File: src/inc/pdd_pkg.sv
package pdd_pkg;

	localparam logic [7:0] PDD_PROT_OFFSET      = 8'h12;
	localparam logic [7:0] PDD_DISCH_OFFSET     = 8'h13;

	localparam int PDD_BIT_OUTPUT_OVERVOLTAGE_GUARD_OFF  = 7;
	localparam int PDD_BIT_INPUT_OVERVOLTAGE_GUARD_OFF  = 6;
	localparam int PDD_BIT_DIE_OVERTEMP_GUARD_OFF  = 5;
	localparam int PDD_BIT_INPUT_OVERCURRENT_GUARD_OFF  = 4;
	localparam int PDD_BIT_WRX_OCP_OFF   = 3;
	localparam int PDD_BIT_SOFT_RESET    = 2;
	localparam int PDD_BIT_DISCH_EN      = 1;

	localparam logic [7:0] PDD_PROT_WMASK       = 8'hF8;
	localparam logic [7:0] PDD_DISCH_WMASK      = 8'h02;
	localparam logic [7:0] PDD_PROT_RESET       = 8'h00;
	localparam logic [7:0] PDD_DISCH_RESET      = 8'h00;

	localparam int PDD_CLK_MHZ          = 125;
	localparam int PDD_WDT_WAIT_MS      = 32;
	localparam int PDD_WDT_WAIT_CYCLES  = PDD_WDT_WAIT_MS * 1000 * PDD_CLK_MHZ;

	localparam logic [7:0] PDD_PHASE_DIV_DEFAULT = 8'hF9;

	typedef enum logic [1:0] {
		PDD_PH_IDLE   = 2'b00,
		PDD_PH_FIRST  = 2'b01,
		PDD_PH_SECOND = 2'b11
	} pdd_phase_type;

endpackage

File: src/pdd_regs.sv
`timescale 1ns/10ps
module pdd_regs
	import pdd_pkg::*;
#(
	parameter int WDT_WAIT_CYCLES = PDD_WDT_WAIT_CYCLES
) (
	input  wire logic       clk,
	input  wire logic       rst,
	input  wire logic       reg_write,
	input  wire logic       reg_read,
	input  wire logic [7:0] reg_addr,
	input  wire logic [7:0] reg_wdata,
	output logic [7:0]      reg_rdata,
	input  wire logic       watchdog_expired,
	input  wire logic       converter_enable,
	input  wire logic       divide_by_two_mode,
	input  wire logic       dual_phase,
	output logic            output_overvoltage_guard_off,
	output logic            input_overvoltage_guard_off,
	output logic            die_overtemp_guard_off,
	output logic            input_overcurrent_guard_off,
	output logic            wireless_reverse_current_guard_off,
	output logic            output_discharge_enable,
	output logic            soft_reset_pulse,
	output logic [3:0]      phase_a_switches,
	output logic [3:0]      phase_b_switches
);

	////////////////////////////////////////////////////////////////////////
	// Register storage

	logic [7:0]  prot_reg;
	logic [7:0]  disch_reg;
	logic        soft_rst_reg;
	logic        wdt_pending_reg;
	logic [31:0] wdt_count_reg;
	logic        wdt_fire;
	logic        wr_prot;
	logic        wr_disch;

	assign wr_prot  = reg_write && (reg_addr == PDD_PROT_OFFSET);
	assign wr_disch = reg_write && (reg_addr == PDD_DISCH_OFFSET);
	assign wdt_fire = wdt_pending_reg &&
		(wdt_count_reg == 32'(WDT_WAIT_CYCLES - 1));

	// Soft reset strobe; takes effect the cycle after the write
	always_ff @(posedge clk) begin
		if (rst || soft_rst_reg) begin
			soft_rst_reg <= 1'b0;
		end else begin
			soft_rst_reg <= wr_prot && reg_wdata[PDD_BIT_SOFT_RESET];
		end
	end

	assign soft_reset_pulse = soft_rst_reg;

	////////////////////////////////////////////////////////////////////////
	// Watchdog reset delay

	// Any register access clears the pending flag and count, so it cancels the wait
	always_ff @(posedge clk) begin
		if (rst || soft_rst_reg || wdt_fire || reg_write || reg_read) begin
			wdt_pending_reg <= 1'b0;
			wdt_count_reg   <= 32'h0000_0000;
		end else if (watchdog_expired && !wdt_pending_reg) begin
			wdt_pending_reg <= 1'b1;
			wdt_count_reg   <= 32'h0000_0000;
		end else if (wdt_pending_reg) begin
			wdt_count_reg <= wdt_count_reg + 32'h0000_0001;
		end
	end

	////////////////////////////////////////////////////////////////////////
	// Protection-disable register

	always_ff @(posedge clk) begin
		if (rst || soft_rst_reg) begin
			prot_reg <= PDD_PROT_RESET;
		end else if (wdt_fire) begin
			prot_reg <= PDD_PROT_RESET;
		end else if (wr_prot) begin
			// Soft reset bit is never stored; it reads back zero
			prot_reg <= reg_wdata & PDD_PROT_WMASK;
		end
	end

	assign output_overvoltage_guard_off =
		prot_reg[PDD_BIT_OUTPUT_OVERVOLTAGE_GUARD_OFF];
	assign input_overvoltage_guard_off =
		prot_reg[PDD_BIT_INPUT_OVERVOLTAGE_GUARD_OFF];
	assign die_overtemp_guard_off =
		prot_reg[PDD_BIT_DIE_OVERTEMP_GUARD_OFF];
	assign input_overcurrent_guard_off =
		prot_reg[PDD_BIT_INPUT_OVERCURRENT_GUARD_OFF];
	assign wireless_reverse_current_guard_off =
		prot_reg[PDD_BIT_WRX_OCP_OFF];

	////////////////////////////////////////////////////////////////////////
	// Output discharge register

	// Not touched by watchdog or converter enable
	always_ff @(posedge clk) begin
		if (rst || soft_rst_reg) begin
			disch_reg <= PDD_DISCH_RESET;
		end else if (wr_disch) begin
			disch_reg <= reg_wdata & PDD_DISCH_WMASK;
		end
	end

	assign output_discharge_enable = disch_reg[PDD_BIT_DISCH_EN];

	////////////////////////////////////////////////////////////////////////
	// Read path

	always_ff @(posedge clk) begin
		if (rst) begin
			reg_rdata <= 8'h00;
		end else if (reg_read) begin
			if (reg_addr == PDD_PROT_OFFSET) begin
				reg_rdata <= prot_reg & PDD_PROT_WMASK;
			end else if (reg_addr == PDD_DISCH_OFFSET) begin
				reg_rdata <= disch_reg & PDD_DISCH_WMASK;
			end else begin
				reg_rdata <= 8'h00;
			end
		end
	end

	////////////////////////////////////////////////////////////////////////
	// Switch sequencing

	pdd_phase_gen u_phase (
		.clk              (clk),
		.rst              (rst),
		.run              (converter_enable && divide_by_two_mode),
		.dual_phase       (dual_phase),
		.phase_a_switches (phase_a_switches),
		.phase_b_switches (phase_b_switches)
	);

endmodule

File: src/pdd_phase_gen.sv
`timescale 1ns/10ps
module pdd_phase_gen
	import pdd_pkg::*;
#(
	parameter logic [7:0] HALF_PERIOD = PDD_PHASE_DIV_DEFAULT
) (
	input  wire logic       clk,
	input  wire logic       rst,
	input  wire logic       run,
	input  wire logic       dual_phase,
	output logic [3:0]      phase_a_switches,
	output logic [3:0]      phase_b_switches
);

	pdd_phase_type state_reg;
	logic [7:0]    count_reg;
	logic          tick;

	assign tick = (count_reg == HALF_PERIOD);

	always_ff @(posedge clk) begin
		// Held in idle so the first period is full length
		if (rst || !run || tick || state_reg == PDD_PH_IDLE) begin
			count_reg <= 8'h00;
		end else begin
			count_reg <= count_reg + 8'h01;
		end
	end

	always_ff @(posedge clk) begin
		if (rst || !run) begin
			state_reg <= PDD_PH_IDLE;
		end else begin
			case (state_reg)
				PDD_PH_IDLE:   state_reg <= PDD_PH_FIRST;
				PDD_PH_FIRST:  if (tick) state_reg <= PDD_PH_SECOND;
				PDD_PH_SECOND: if (tick) state_reg <= PDD_PH_FIRST;
				default:       state_reg <= PDD_PH_IDLE;
			endcase
		end
	end

	// Switch order {4,3,2,1}; two-state swap keeps no overlap
	always_ff @(posedge clk) begin
		if (rst) begin
			phase_a_switches <= 4'h0;
			phase_b_switches <= 4'h0;
		end else begin
			case (state_reg)
				PDD_PH_FIRST: begin
					phase_a_switches <= 4'h5;
					// Half a period later is 180 degrees
					phase_b_switches <= dual_phase ? 4'hA : 4'h0;
				end
				PDD_PH_SECOND: begin
					phase_a_switches <= 4'hA;
					phase_b_switches <= dual_phase ? 4'h5 : 4'h0;
				end
				default: begin
					phase_a_switches <= 4'h0;
					phase_b_switches <= 4'h0;
				end
			endcase
		end
	end

endmodule

File: config.mk
export PLATFORM = sky130hd
export DESIGN_NAME = pdd_regs
export DESIGN_NICKNAME = d
export VERILOG_FILES = /design/src/inc/pdd_pkg.sv /design/src/pdd_regs.sv /design/src/pdd_phase_gen.sv
export SDC_FILE = /design/constraint.sdc
export NUM_CORES = 1
export LEC_CHECK = 0
export ABC_AREA = 1
export ABC_CLOCK_PERIOD_IN_PS = 2300
export BUFFER_PORTS_ARGS = -buffer_cell sky130_fd_sc_hd__buf_2
export CAP_MARGIN = 20
export CORE_MARGIN = 1.5
export CORE_UTILIZATION = 40
export CTS_CLUSTER_DIAMETER = 100
export DETAILED_ROUTE_END_ITERATION = 16
export HOLD_SLACK_MARGIN = 0.06
export PLACE_DENSITY = 0.65
export RECOVER_POWER = 50
export SLEW_MARGIN = 5
export SYNTH_ARGS = -nofsm -noshare
export SYNTH_HDL_FRONTEND = slang
export SYNTH_SLANG_ARGS = --single-unit
export TNS_END_PERCENT = 50
File: constraint.sdc
create_clock -name clk -period 2.3 [get_ports clk]
set_input_delay 0.46 -clock clk [delete_from_list [all_inputs] [get_ports clk]]
set_output_delay 0.46 -clock clk [all_outputs]
set_load 0.1 [all_outputs]
---- Yosys cells after proc, flatten, opt, wreduce, memory -nomap -nowiden ----
Index checks and enable logic that the tools add are counted.
word-level totals
  RAM bits ................................ 0
  ROM bits ................................ 0
  flip-flop bits (word level) ............. 66
  memories kept ........................... 0
  output and inout port bits .............. 23
  latch bits .............................. 0
  word-level logic and storage cells ...... 48
cells by class
  $lt $le $gt $ge ......................... 0
  div/mod/pow operators ................... 0
  equality and inequality tests ........... 8
  shifts and indexed selects .............. 0
  $mul .................................... 0
  add/sub/neg operators ................... 2
  reduce and logical (&&, ||, !) cells .... 19
  muxes and demuxes ....................... 9
  bitwise operators ....................... 0
operators with widths
  kind                                                               number
  32-bit by 1-bit adder with 32-bit output, second input constant    1
  32-bit by 22-bit == test with 1-bit output, second input constant  1
  8-bit by 5-bit == test with 1-bit output, second input constant    2
  4-bit one-hot mux with 2 select lines                              2
  8-bit by 1-bit adder with 8-bit output, second input constant      1
  8-bit == test, second input constant                               1
  8-bit two-way mux                                                  1
  1-bit logical OR                                                   7
  1-bit logical AND                                                  6
  2-bit two-way mux                                                  3
  2-bit one-hot mux with 3 select lines                              1
  4-bit two-way mux                                                  1
  2-bit by 1-bit != test with 1-bit output, second input constant    2
  2-bit OR reduction                                                 2
  3-bit two-way mux                                                  1
  2-bit by 1-bit == test with 1-bit output, second input constant    1
  2-bit == test, second input constant                               1
  1-bit logical NOT                                                  2
  2-bit logical NOT                                                  1
  2-bit AND reduction                                                1

---- Longest topological paths before layout ----
Gate-level depths: netlist of run 1.
  word-level depth ........................ 6
  mapped depth ............................ 10
  mapped depth without buffers ............ 10

---- Modules after synthesis ----
A second synthesis of run 1 with hierarchy kept.
second synthesis, totals
  cell total of the unflattened synthesis .. 423
  area total of the unflattened synthesis .. 3055.4 um2
by module, submodules not included
  module         cells an instance  times used  area an instance (um2)  sequential area each (um2)
  pdd_regs       346                1           2418.6                  920.9
  pdd_phase_gen  77                 1           636.9                   280.3

---- Worst setup path before layout of run 1 ----
Ideal clock, no wire load.
  path kind ............................... reg-to-output
  from .................................... reg u_phase.phase_a_switches[2]
  to ...................................... out phase_a_switches[2]
  setup slack ............................. 0.484 ns
  arrival ................................. 1.356 ns
  cell stages (with the launch flop) ...... 2
  required time ........................... 1.840 ns
  buffers on the path ..................... 1
  cells stage by stage .................... dfxtp_1 > buf_4
RTL lines
  what                    line                 text
  start, declared         pdd_phase_gen.sv:11  output logic [3:0] phase_a_switches,
  start signal, assigned  pdd_phase_gen.sv:46  phase_a_switches <= 4'h0;
  start signal, assigned  pdd_phase_gen.sv:51  phase_a_switches <= 4'h5;
  start signal, assigned  pdd_phase_gen.sv:56  phase_a_switches <= 4'hA;
  end, declared           pdd_regs.sv:25       output logic [3:0] phase_a_switches,
No word-level cell between the ends.

---- Worst setup path in the final report of run 1 ----
  from .................................... reg reg_rdata[7]
  to ...................................... out reg_rdata[7]
RTL lines
  what                    line             text
  start, declared         pdd_regs.sv:13   output logic [7:0] reg_rdata,
  start signal, assigned  pdd_regs.sv:120  reg_rdata <= prot_reg & PDD_PROT_WMASK;
  start signal, assigned  pdd_regs.sv:122  reg_rdata <= disch_reg & PDD_DISCH_WMASK;
No word-level cell between the ends.

==> metrics.md, run 1 <==
| Metric | Value |
|---|---|
| Number of CTS-inserted buffers | 9 |
| Slew headroom | 21.7% |
| Drt wl/cell | 10.8 um |
| Largest net degree at the start of global routing | 33 |
| CTS H-tree lvls | 3 |
| Post-DP HPWL | 4790 um |
| Synth top area share | 39.4% |
| Hold path startpoint | reg_wdata[2] |
| Worst r2r path cells | 8 |
| Total power after layout | about 2.3 mW |
| Clock period minus worst slack | 2.00 ns |
| Pins over their slew limit | 0 |
| Critical-path top delay cell | clkbuf_1 |
| Placed Area | between 3000 and 4000 sq um |
| Initial drt markers | 109 |
| Non-Filler Instances | 585 |
| Final setup viols | 0 |
| Final Skew | between 0.007 and 0.008 ns |
| Multi-input gate area | between 1500 and 2000 sq um |
| Tot GR Track Use | 16.7% |
| DRC | 0 |
| Leak | 1.34 nW |
| Yosys top cell by area | dfxtp_1 |
| Pre-antenna DRT Iters | 4 |
| Least-Margin Pin Slew | 1.18 ns |
| Clock buffer depth | 2 |
| Total die area | 8150 sq um |
| I/O Buffers | 43 |
| WL final | 6350 um |
| CP arrival | between 1.5 and 2 ns |
| Crit path max fanout | 2 |
| Max Cap Viol | 0 |
| CTS clk-pin slew, worst paths | 0.07 ns |
| Post-route cell area | 3530 sq um |
| CP endpoint kind | output pin |
| Placer Congestion | 0.848 |
| Layout cell share with drive strength beyond 1 | between 10 and 15% |
| Die X | 90.3 um |
| Final nets | 508 |
| WP data required | between 1.5 and 2 ns |
| Core box area | around 7300 sq um |
| Layout Utilization | 48.4% |
| Post-CTS Setup Repair Bufs | 0 |
| CP Buf/Inv Count | 1 |
| Hold buffers post-CTS | 0 |
| Yosys reg bits | 60 |
| Crit Path Class | flop to output pin |
| Initial antenna violation count | 0 |
| Hold Crit Depth | 3 |
| CTS tree | built |
| Crit path launch type | flop |
| Mapped Area | between 3000 and 4000 sq um |
| Status | completed |
| Synth-to-layout area growth | 15.8% |
| Via count | 2675 |
| Total grt overflow | 0 |
| HP Class | input port to flop |
| Hold Crit Endpoint | soft_reset_pulse |
| Number of flip-flops in the largest register | 32 |
| PostCTS Resize Cnt | 0 |
| Avg Inst Size Synth | ~7.0 sq um |
| Final ANT Viol Nets | 0 |
| Setup TNS | 0 ns |
| Seq/Total Area, Yosys | 39.4% |
| CP max stage delay | ~0.87 ns |
| PD cells | 648 nW/um^2 |
| Worst r2r src | wdt_count_reg[21] |
| Synth area leaders | dfxtp_1 (39%), nand2_1 (12%), nor2_1 (9.7%) |
| Clock sinks | 60 |
| Num ports | 47 |
| Ant. Diodes | 0 |
| First-pass GRT wire length | between 10000 and 15000 um |
| Die Span Y | about 90 um |
| Period utilisation layout | a little under 90% |
| Final Hold Viols | 0 |
| Yosys cell types | 32 |
| Critical path's top delay family | buffers and inverters |
| RSZ-0062 raised after global routing | false |
| DR vias/cell | approximately 4.6 |
| Initial Util | approximately two fifths |
| FF-to-FF End | wdt_count_reg[24] |
| Root buffer cell | clkbuf_8 |
| Worst VDD drop | around 0.36 mV |
| Sequential cell area | 1200 sq um |
| Flop2flop setup slack | slightly below 0.6 ns |
| Syn Inst Count | 434 |
| Cell Rows | 31 |
| Fill cells | 777 |
| Vias in the first global route | 2516 |
| Clock latency on the worst-skew pair | approximately 0.34 ns |
| Max Freq | 0.500 GHz |
| Worst Setup SP | reg_rdata[7] |
| Placed Cells | 569 |
| CP Cell Sequence | clkbuf_1 |
| Ys Warns | 0 |
how the worst max path moves through the flow:
stage	to	slack, ns	cells after the start
floorplan	phase_a_switches[2]	0.48	1
global route	phase_a_switches[0]	0.25	1
finish	reg_rdata[7]	0.30	1
detailed placement	prot_reg[6]	0.61	8
CTS	wdt_count_reg[24]	0.64	8
global placement	prot_reg[6]	0.64	8
synth_stat cells:
cell type / n
nand2_1: 97
nor2_1: 79
dfxtp_1: 60
inv_1: 57
nand3_1: 25
a21oi_1: 17
xor2_1: 14
nand4_1: 11
nor2_2: 11
o21ai_0: 9
xnor2_1: 9
nor3_1: 7
buf_4: 6
buf_6: 4
nor2_4: 4
ha_1: 3
nand3b_1: 3
nand2_2: 2
nand2_4: 2
nor3b_1: 2
and2_1: 1
clkbuf_1: 1
conb_1: 1
inv_2: 1
mux2i_1: 1
nand3_2: 1
nand4_4: 1
nor3_2: 1
o211ai_1: 1
o21ai_1: 1
o21bai_1: 1
or2_2: 1
worst min-delay path, stage by stage:
cell	delay (ns)
buf_2	0.09
nand2_1	0.05
nor2_1	0.03
area by class of cell:
class | count | area share (%)
clock buffers | 11 | 4.29
clock inverters | 5 | 2.38
inverters | 58 | 6.17
multi-input cells | 306 | 43.3
flip-flops and latches | 60 | 34.1
well taps | 99 | 3.51
repair buffers | 46 | 6.28
logic make-up after synthesis:
| kind of cell | after synthesis | synth area share [%] |
|---|---|---|
| flip-flops | 60 | 39.4 |
| AND/OR/NAND/NOR | 248 | 37.1 |
| buffers and inverters | 69 | 10.2 |
| AO/OA/AOI/OAI | 29 | 4.93 |
| other | 1 | 0.123 |
| multiplexers | 1 | 0.329 |
| adder cells (fa/ha/maj) | 3 | 1.23 |
| XOR/XNOR | 23 | 6.61 |
report_power, final:
group | switching (mW) | total [mW] | internal, mW
logic | 0.0979 | 0.125 | 0.0273
registers | 0.00380 | 1.05 | 1.05
clock network | 0.440 | 1.11 | 0.671
routing by layer:
layer / global-route usage, % / vias up / part of all wire [%]
li1: - / 1431 / -
met1: 22.0 / 1192 / 50
met2: 26.2 / 43 / 45
met3: 3.87 / 9 / 2.8
met4: 6.88 / 0 / 1.7
met5: 0 / - / 0
layout by cell type, fill, tap and decap left out, types with 2 or more instances in the layout:
cell type / Yosys / final
nor3_1: 7 / 7
clkinvlp_4: 0 / 2
xor2_1: 14 / 14
conb_1: 1 / 2
clkbuf_8: 0 / 11
buf_4: 6 / 3
nand3b_1: 3 / 3
ha_1: 3 / 3
a21oi_1: 17 / 17
xnor2_1: 9 / 9
nand3_1: 25 / 25
dfxtp_1: 60 / 60
buf_2: 0 / 30
clkbuf_1: 1 / 13
nor2_2: 11 / 10
nand2_4: 2 / 2
nor2_4: 4 / 3
nor2_1: 79 / 81
inv_1: 57 / 57
nand2_1: 97 / 97
o21ai_0: 9 / 9
nand2_2: 2 / 2
nor3b_1: 2 / 2
nand4_1: 11 / 11
bufinv_16: 0 / 2
metrics by stage:
stage	hold WS (ns)	worst slack, ns
floorplan	0.433	0.484
global placement	0.450	0.640
detailed placement	0.455	0.606
CTS	0.334	0.635
global route	0.348	0.253
finish	0.342	0.299
Note: power is estimated with default switching activity, not from simulation.
==> inputs of run 2 (changes only) <==
--- a/config.mk
+++ b/config.mk
@@ -10,11 +10,11 @@
 export BUFFER_PORTS_ARGS = -buffer_cell sky130_fd_sc_hd__buf_2
 export CAP_MARGIN = 20
 export CORE_MARGIN = 1.5
-export CORE_UTILIZATION = 40
+export CORE_UTILIZATION = 45
 export CTS_CLUSTER_DIAMETER = 100
 export DETAILED_ROUTE_END_ITERATION = 16
 export HOLD_SLACK_MARGIN = 0.06
-export PLACE_DENSITY = 0.65
+export PLACE_DENSITY = 0.71
 export RECOVER_POWER = 50
 export SLEW_MARGIN = 5
 export SYNTH_ARGS = -nofsm -noshare
==> metrics.md, run 2 (same netlist as run 1, synthesis figures left out) <==
| Metric | Value |
|---|---|
| CP Cell Sequence | clkbuf_1 |
| Setup TNS | 0 ns (unchanged) |
| CTS tree | built |
| Commonest non-fill, non-tap cell in the layout | nand2_1 |
| Crit path max fanout | 2 (unchanged) |
| Critical path's top delay family | buffers and inverters |
| Final setup viols | 0 (unchanged) |
| Number of flip-flops in the largest register | 32 (unchanged) |
| Crit path launch type | flop |
| WL final | 6240 um (-1.6%) |
| Multi-input gate area | 1530 sq um (unchanged) |
| Post-DP HPWL | 4790 um (about the same) |
| Initial Util | 47.2% (+5.4 points) |
| Number of CTS-inserted buffers | 9 (unchanged) |
| Leak | 1.34 nW (about the same) |
| Via count | 2738 (+2.4%) |
| Final Hold Viols | 0 (unchanged) |
| Least-Margin Pin Slew | 1.17 ns (-0.00543 ns) |
| Hold Crit Endpoint | soft_reset_pulse |
| Initial drt markers | 119 (+9.2%) |
| Post-route cell area | 3490 sq um (-1.1%) |
| Total grt overflow | 0 (unchanged) |
| CP endpoint kind | output pin |
| WP data required | 1.84 ns (about the same) |
| Tot GR Track Use | 19.0% (+2.3 points) |
| First-pass GRT wire length | 11000 um (unchanged) |
| Clock sinks | 60 (unchanged) |
| Final ANT Viol Nets | 0 (unchanged) |
| RSZ-0062 raised after global routing | false |
| PostCTS Resize Cnt | 0 (unchanged) |
| Total die area | 7270 sq um (-11%) |
| Initial antenna violation count | 0 (unchanged) |
| Pins over their slew limit | 0 (unchanged) |
| Placed Cells | 547 (-3.9%) |
| Cell Rows | 29 (-6.5%) |
| Worst VDD drop | 0.404 mV (+12%) |
| Layout cell share with drive strength beyond 1 | 14.4% (-0.18 points) |
| Root buffer cell | clkbuf_8 |
| Synth-to-layout area growth | 14.5% |
| Hold path startpoint | reg_wdata[2] |
| Clock latency on the worst-skew pair | 0.34 ns (about the same) |
| PD cells | 643 nW/um^2 (-0.87%) |
| Vias in the first global route | 2544 (+1.1%) |
| Fill cells | 660 (-15%) |
| Die Span Y | 85.3 um (-5.5%) |
| Placer Congestion | 0.905 (+6.7%) |
| DR vias/cell | 4.87 (+6.5%) |
| Drt wl/cell | 11.1 um (+2.4%) |
| Core box area | 6460 sq um (-11%) |
| CTS clk-pin slew, worst paths | 0.06 ns (about the same) |
| CP Buf/Inv Count | 1 (unchanged) |
| CTS H-tree lvls | 3 (unchanged) |
| Period utilisation layout | 86.8% (-0.20 points) |
| Worst r2r path cells | 8 (unchanged) |
| DRC | 0 (unchanged) |
| CP max stage delay | 0.87 ns (about the same) |
| Num ports | 47 (unchanged) |
| Hold Crit Depth | 3 (unchanged) |
| Max Cap Viol | 0 (unchanged) |
| CP arrival | 1.54 ns (about the same) |
| Status | completed |
| Slew headroom | 22.1% (+0.36 points) |
| Post-CTS Setup Repair Bufs | 0 (unchanged) |
| Sequential cell area | 1200 sq um (unchanged) |
| Highest-count cells in the layout ignoring fill and taps | nand2_1 (97), nor2_1 (81), dfxtp_1 (60) |
| Clock period minus worst slack | 2.00 ns (-0.00452 ns) |
| Max Freq | 0.501 GHz (+0.23%) |
| Pre-antenna DRT Iters | 6 (+2) |
| HP Class | input port to flop |
| Critical-path top delay cell | clkbuf_1 |
| Crit Path Class | flop to output pin |
| Flop2flop setup slack | 0.57 ns (about the same) |
| Final Skew | 0.00784 ns (+0.000476 ns) |
| I/O Buffers | 43 (unchanged) |
| Die X | 85.3 um (-5.5%) |
| Clock buffer depth | 2 (unchanged) |
| Non-Filler Instances | 562 (-3.9%) |
| FF-to-FF End | wdt_count_reg[24] |
| Ant. Diodes | 0 (unchanged) |
| Largest net degree at the start of global routing | 33 (unchanged) |
| Hold buffers post-CTS | 0 (unchanged) |
| Worst r2r src | wdt_count_reg[20] |
| Final nets | 508 (unchanged) |
| Placed Area | 3290 sq um (-0.83%) |
==> run 2: cell types whose count changed in the layout (fill, tap and decap cells not counted), sizes merged <==
cell,delta
clkinvlp,-1
==> run 2: layout make-up <==
class,count,area share [%]
clock buffer,11,4.34
inverter,58,6.24
timing repair buffer,46,6.35
multi-input combinational,306,43.8
sequential,60,34.4
clock inverter,4,2.08
tap,77,2.76
==> run 2: report_power, final <==
| part | switching [mW] | internal (mW) | leakage, nW |
|---|---|---|---|
| sequential | 0.00391 | 1.05 | 0.484 |
| clock | 0.405 | 0.661 | 0.111 |
| combinational | 0.0974 | 0.0273 | 0.741 |
==> run 2: routing by layer <==
metal  vias to the layer above  routed length, um  GRT usage, %
met5                         -                  0             0
met2                        51               2870          29.7
met3                        12                218          4.09
met4                         0                145          9.38
met1                      1238               3010          24.9
li1                       1437                  -             -
==> run 2: per-stage QoR <==
step | utilization (%) | hold WS (ns) | power, mW | worst slack (ns)
6_report | 54.0 | 0.351 | 2.24 | 0.304
5_1_grt | 54.0 | 0.352 | 2.31 | 0.242
4_1_cts | 54.4 | 0.331 | 2.27 | 0.612
3_5_place_dp | 50.9 | 0.455 | 1.20 | 0.605
3_3_place_gp | 50.9 | 0.446 | 1.20 | 0.646
2_1_floorplan | - | 0.433 | 1.17 | 0.484
==> run 2: worst max-delay path by stage <==
stage,from,endpoint,slack (ns),cells past startpoint
global route,u_phase.phase_a_switches[2],phase_a_switches[2],0.24,1
CTS,wdt_count_reg[20],wdt_count_reg[24],0.61,8
finish,reg_rdata[5],reg_rdata[5],0.30,1
global placement,reg_addr[3],prot_reg[6],0.65,8
detailed placement,reg_addr[3],prot_reg[4],0.61,8
floorplan,u_phase.phase_a_switches[2],phase_a_switches[2],0.48,1
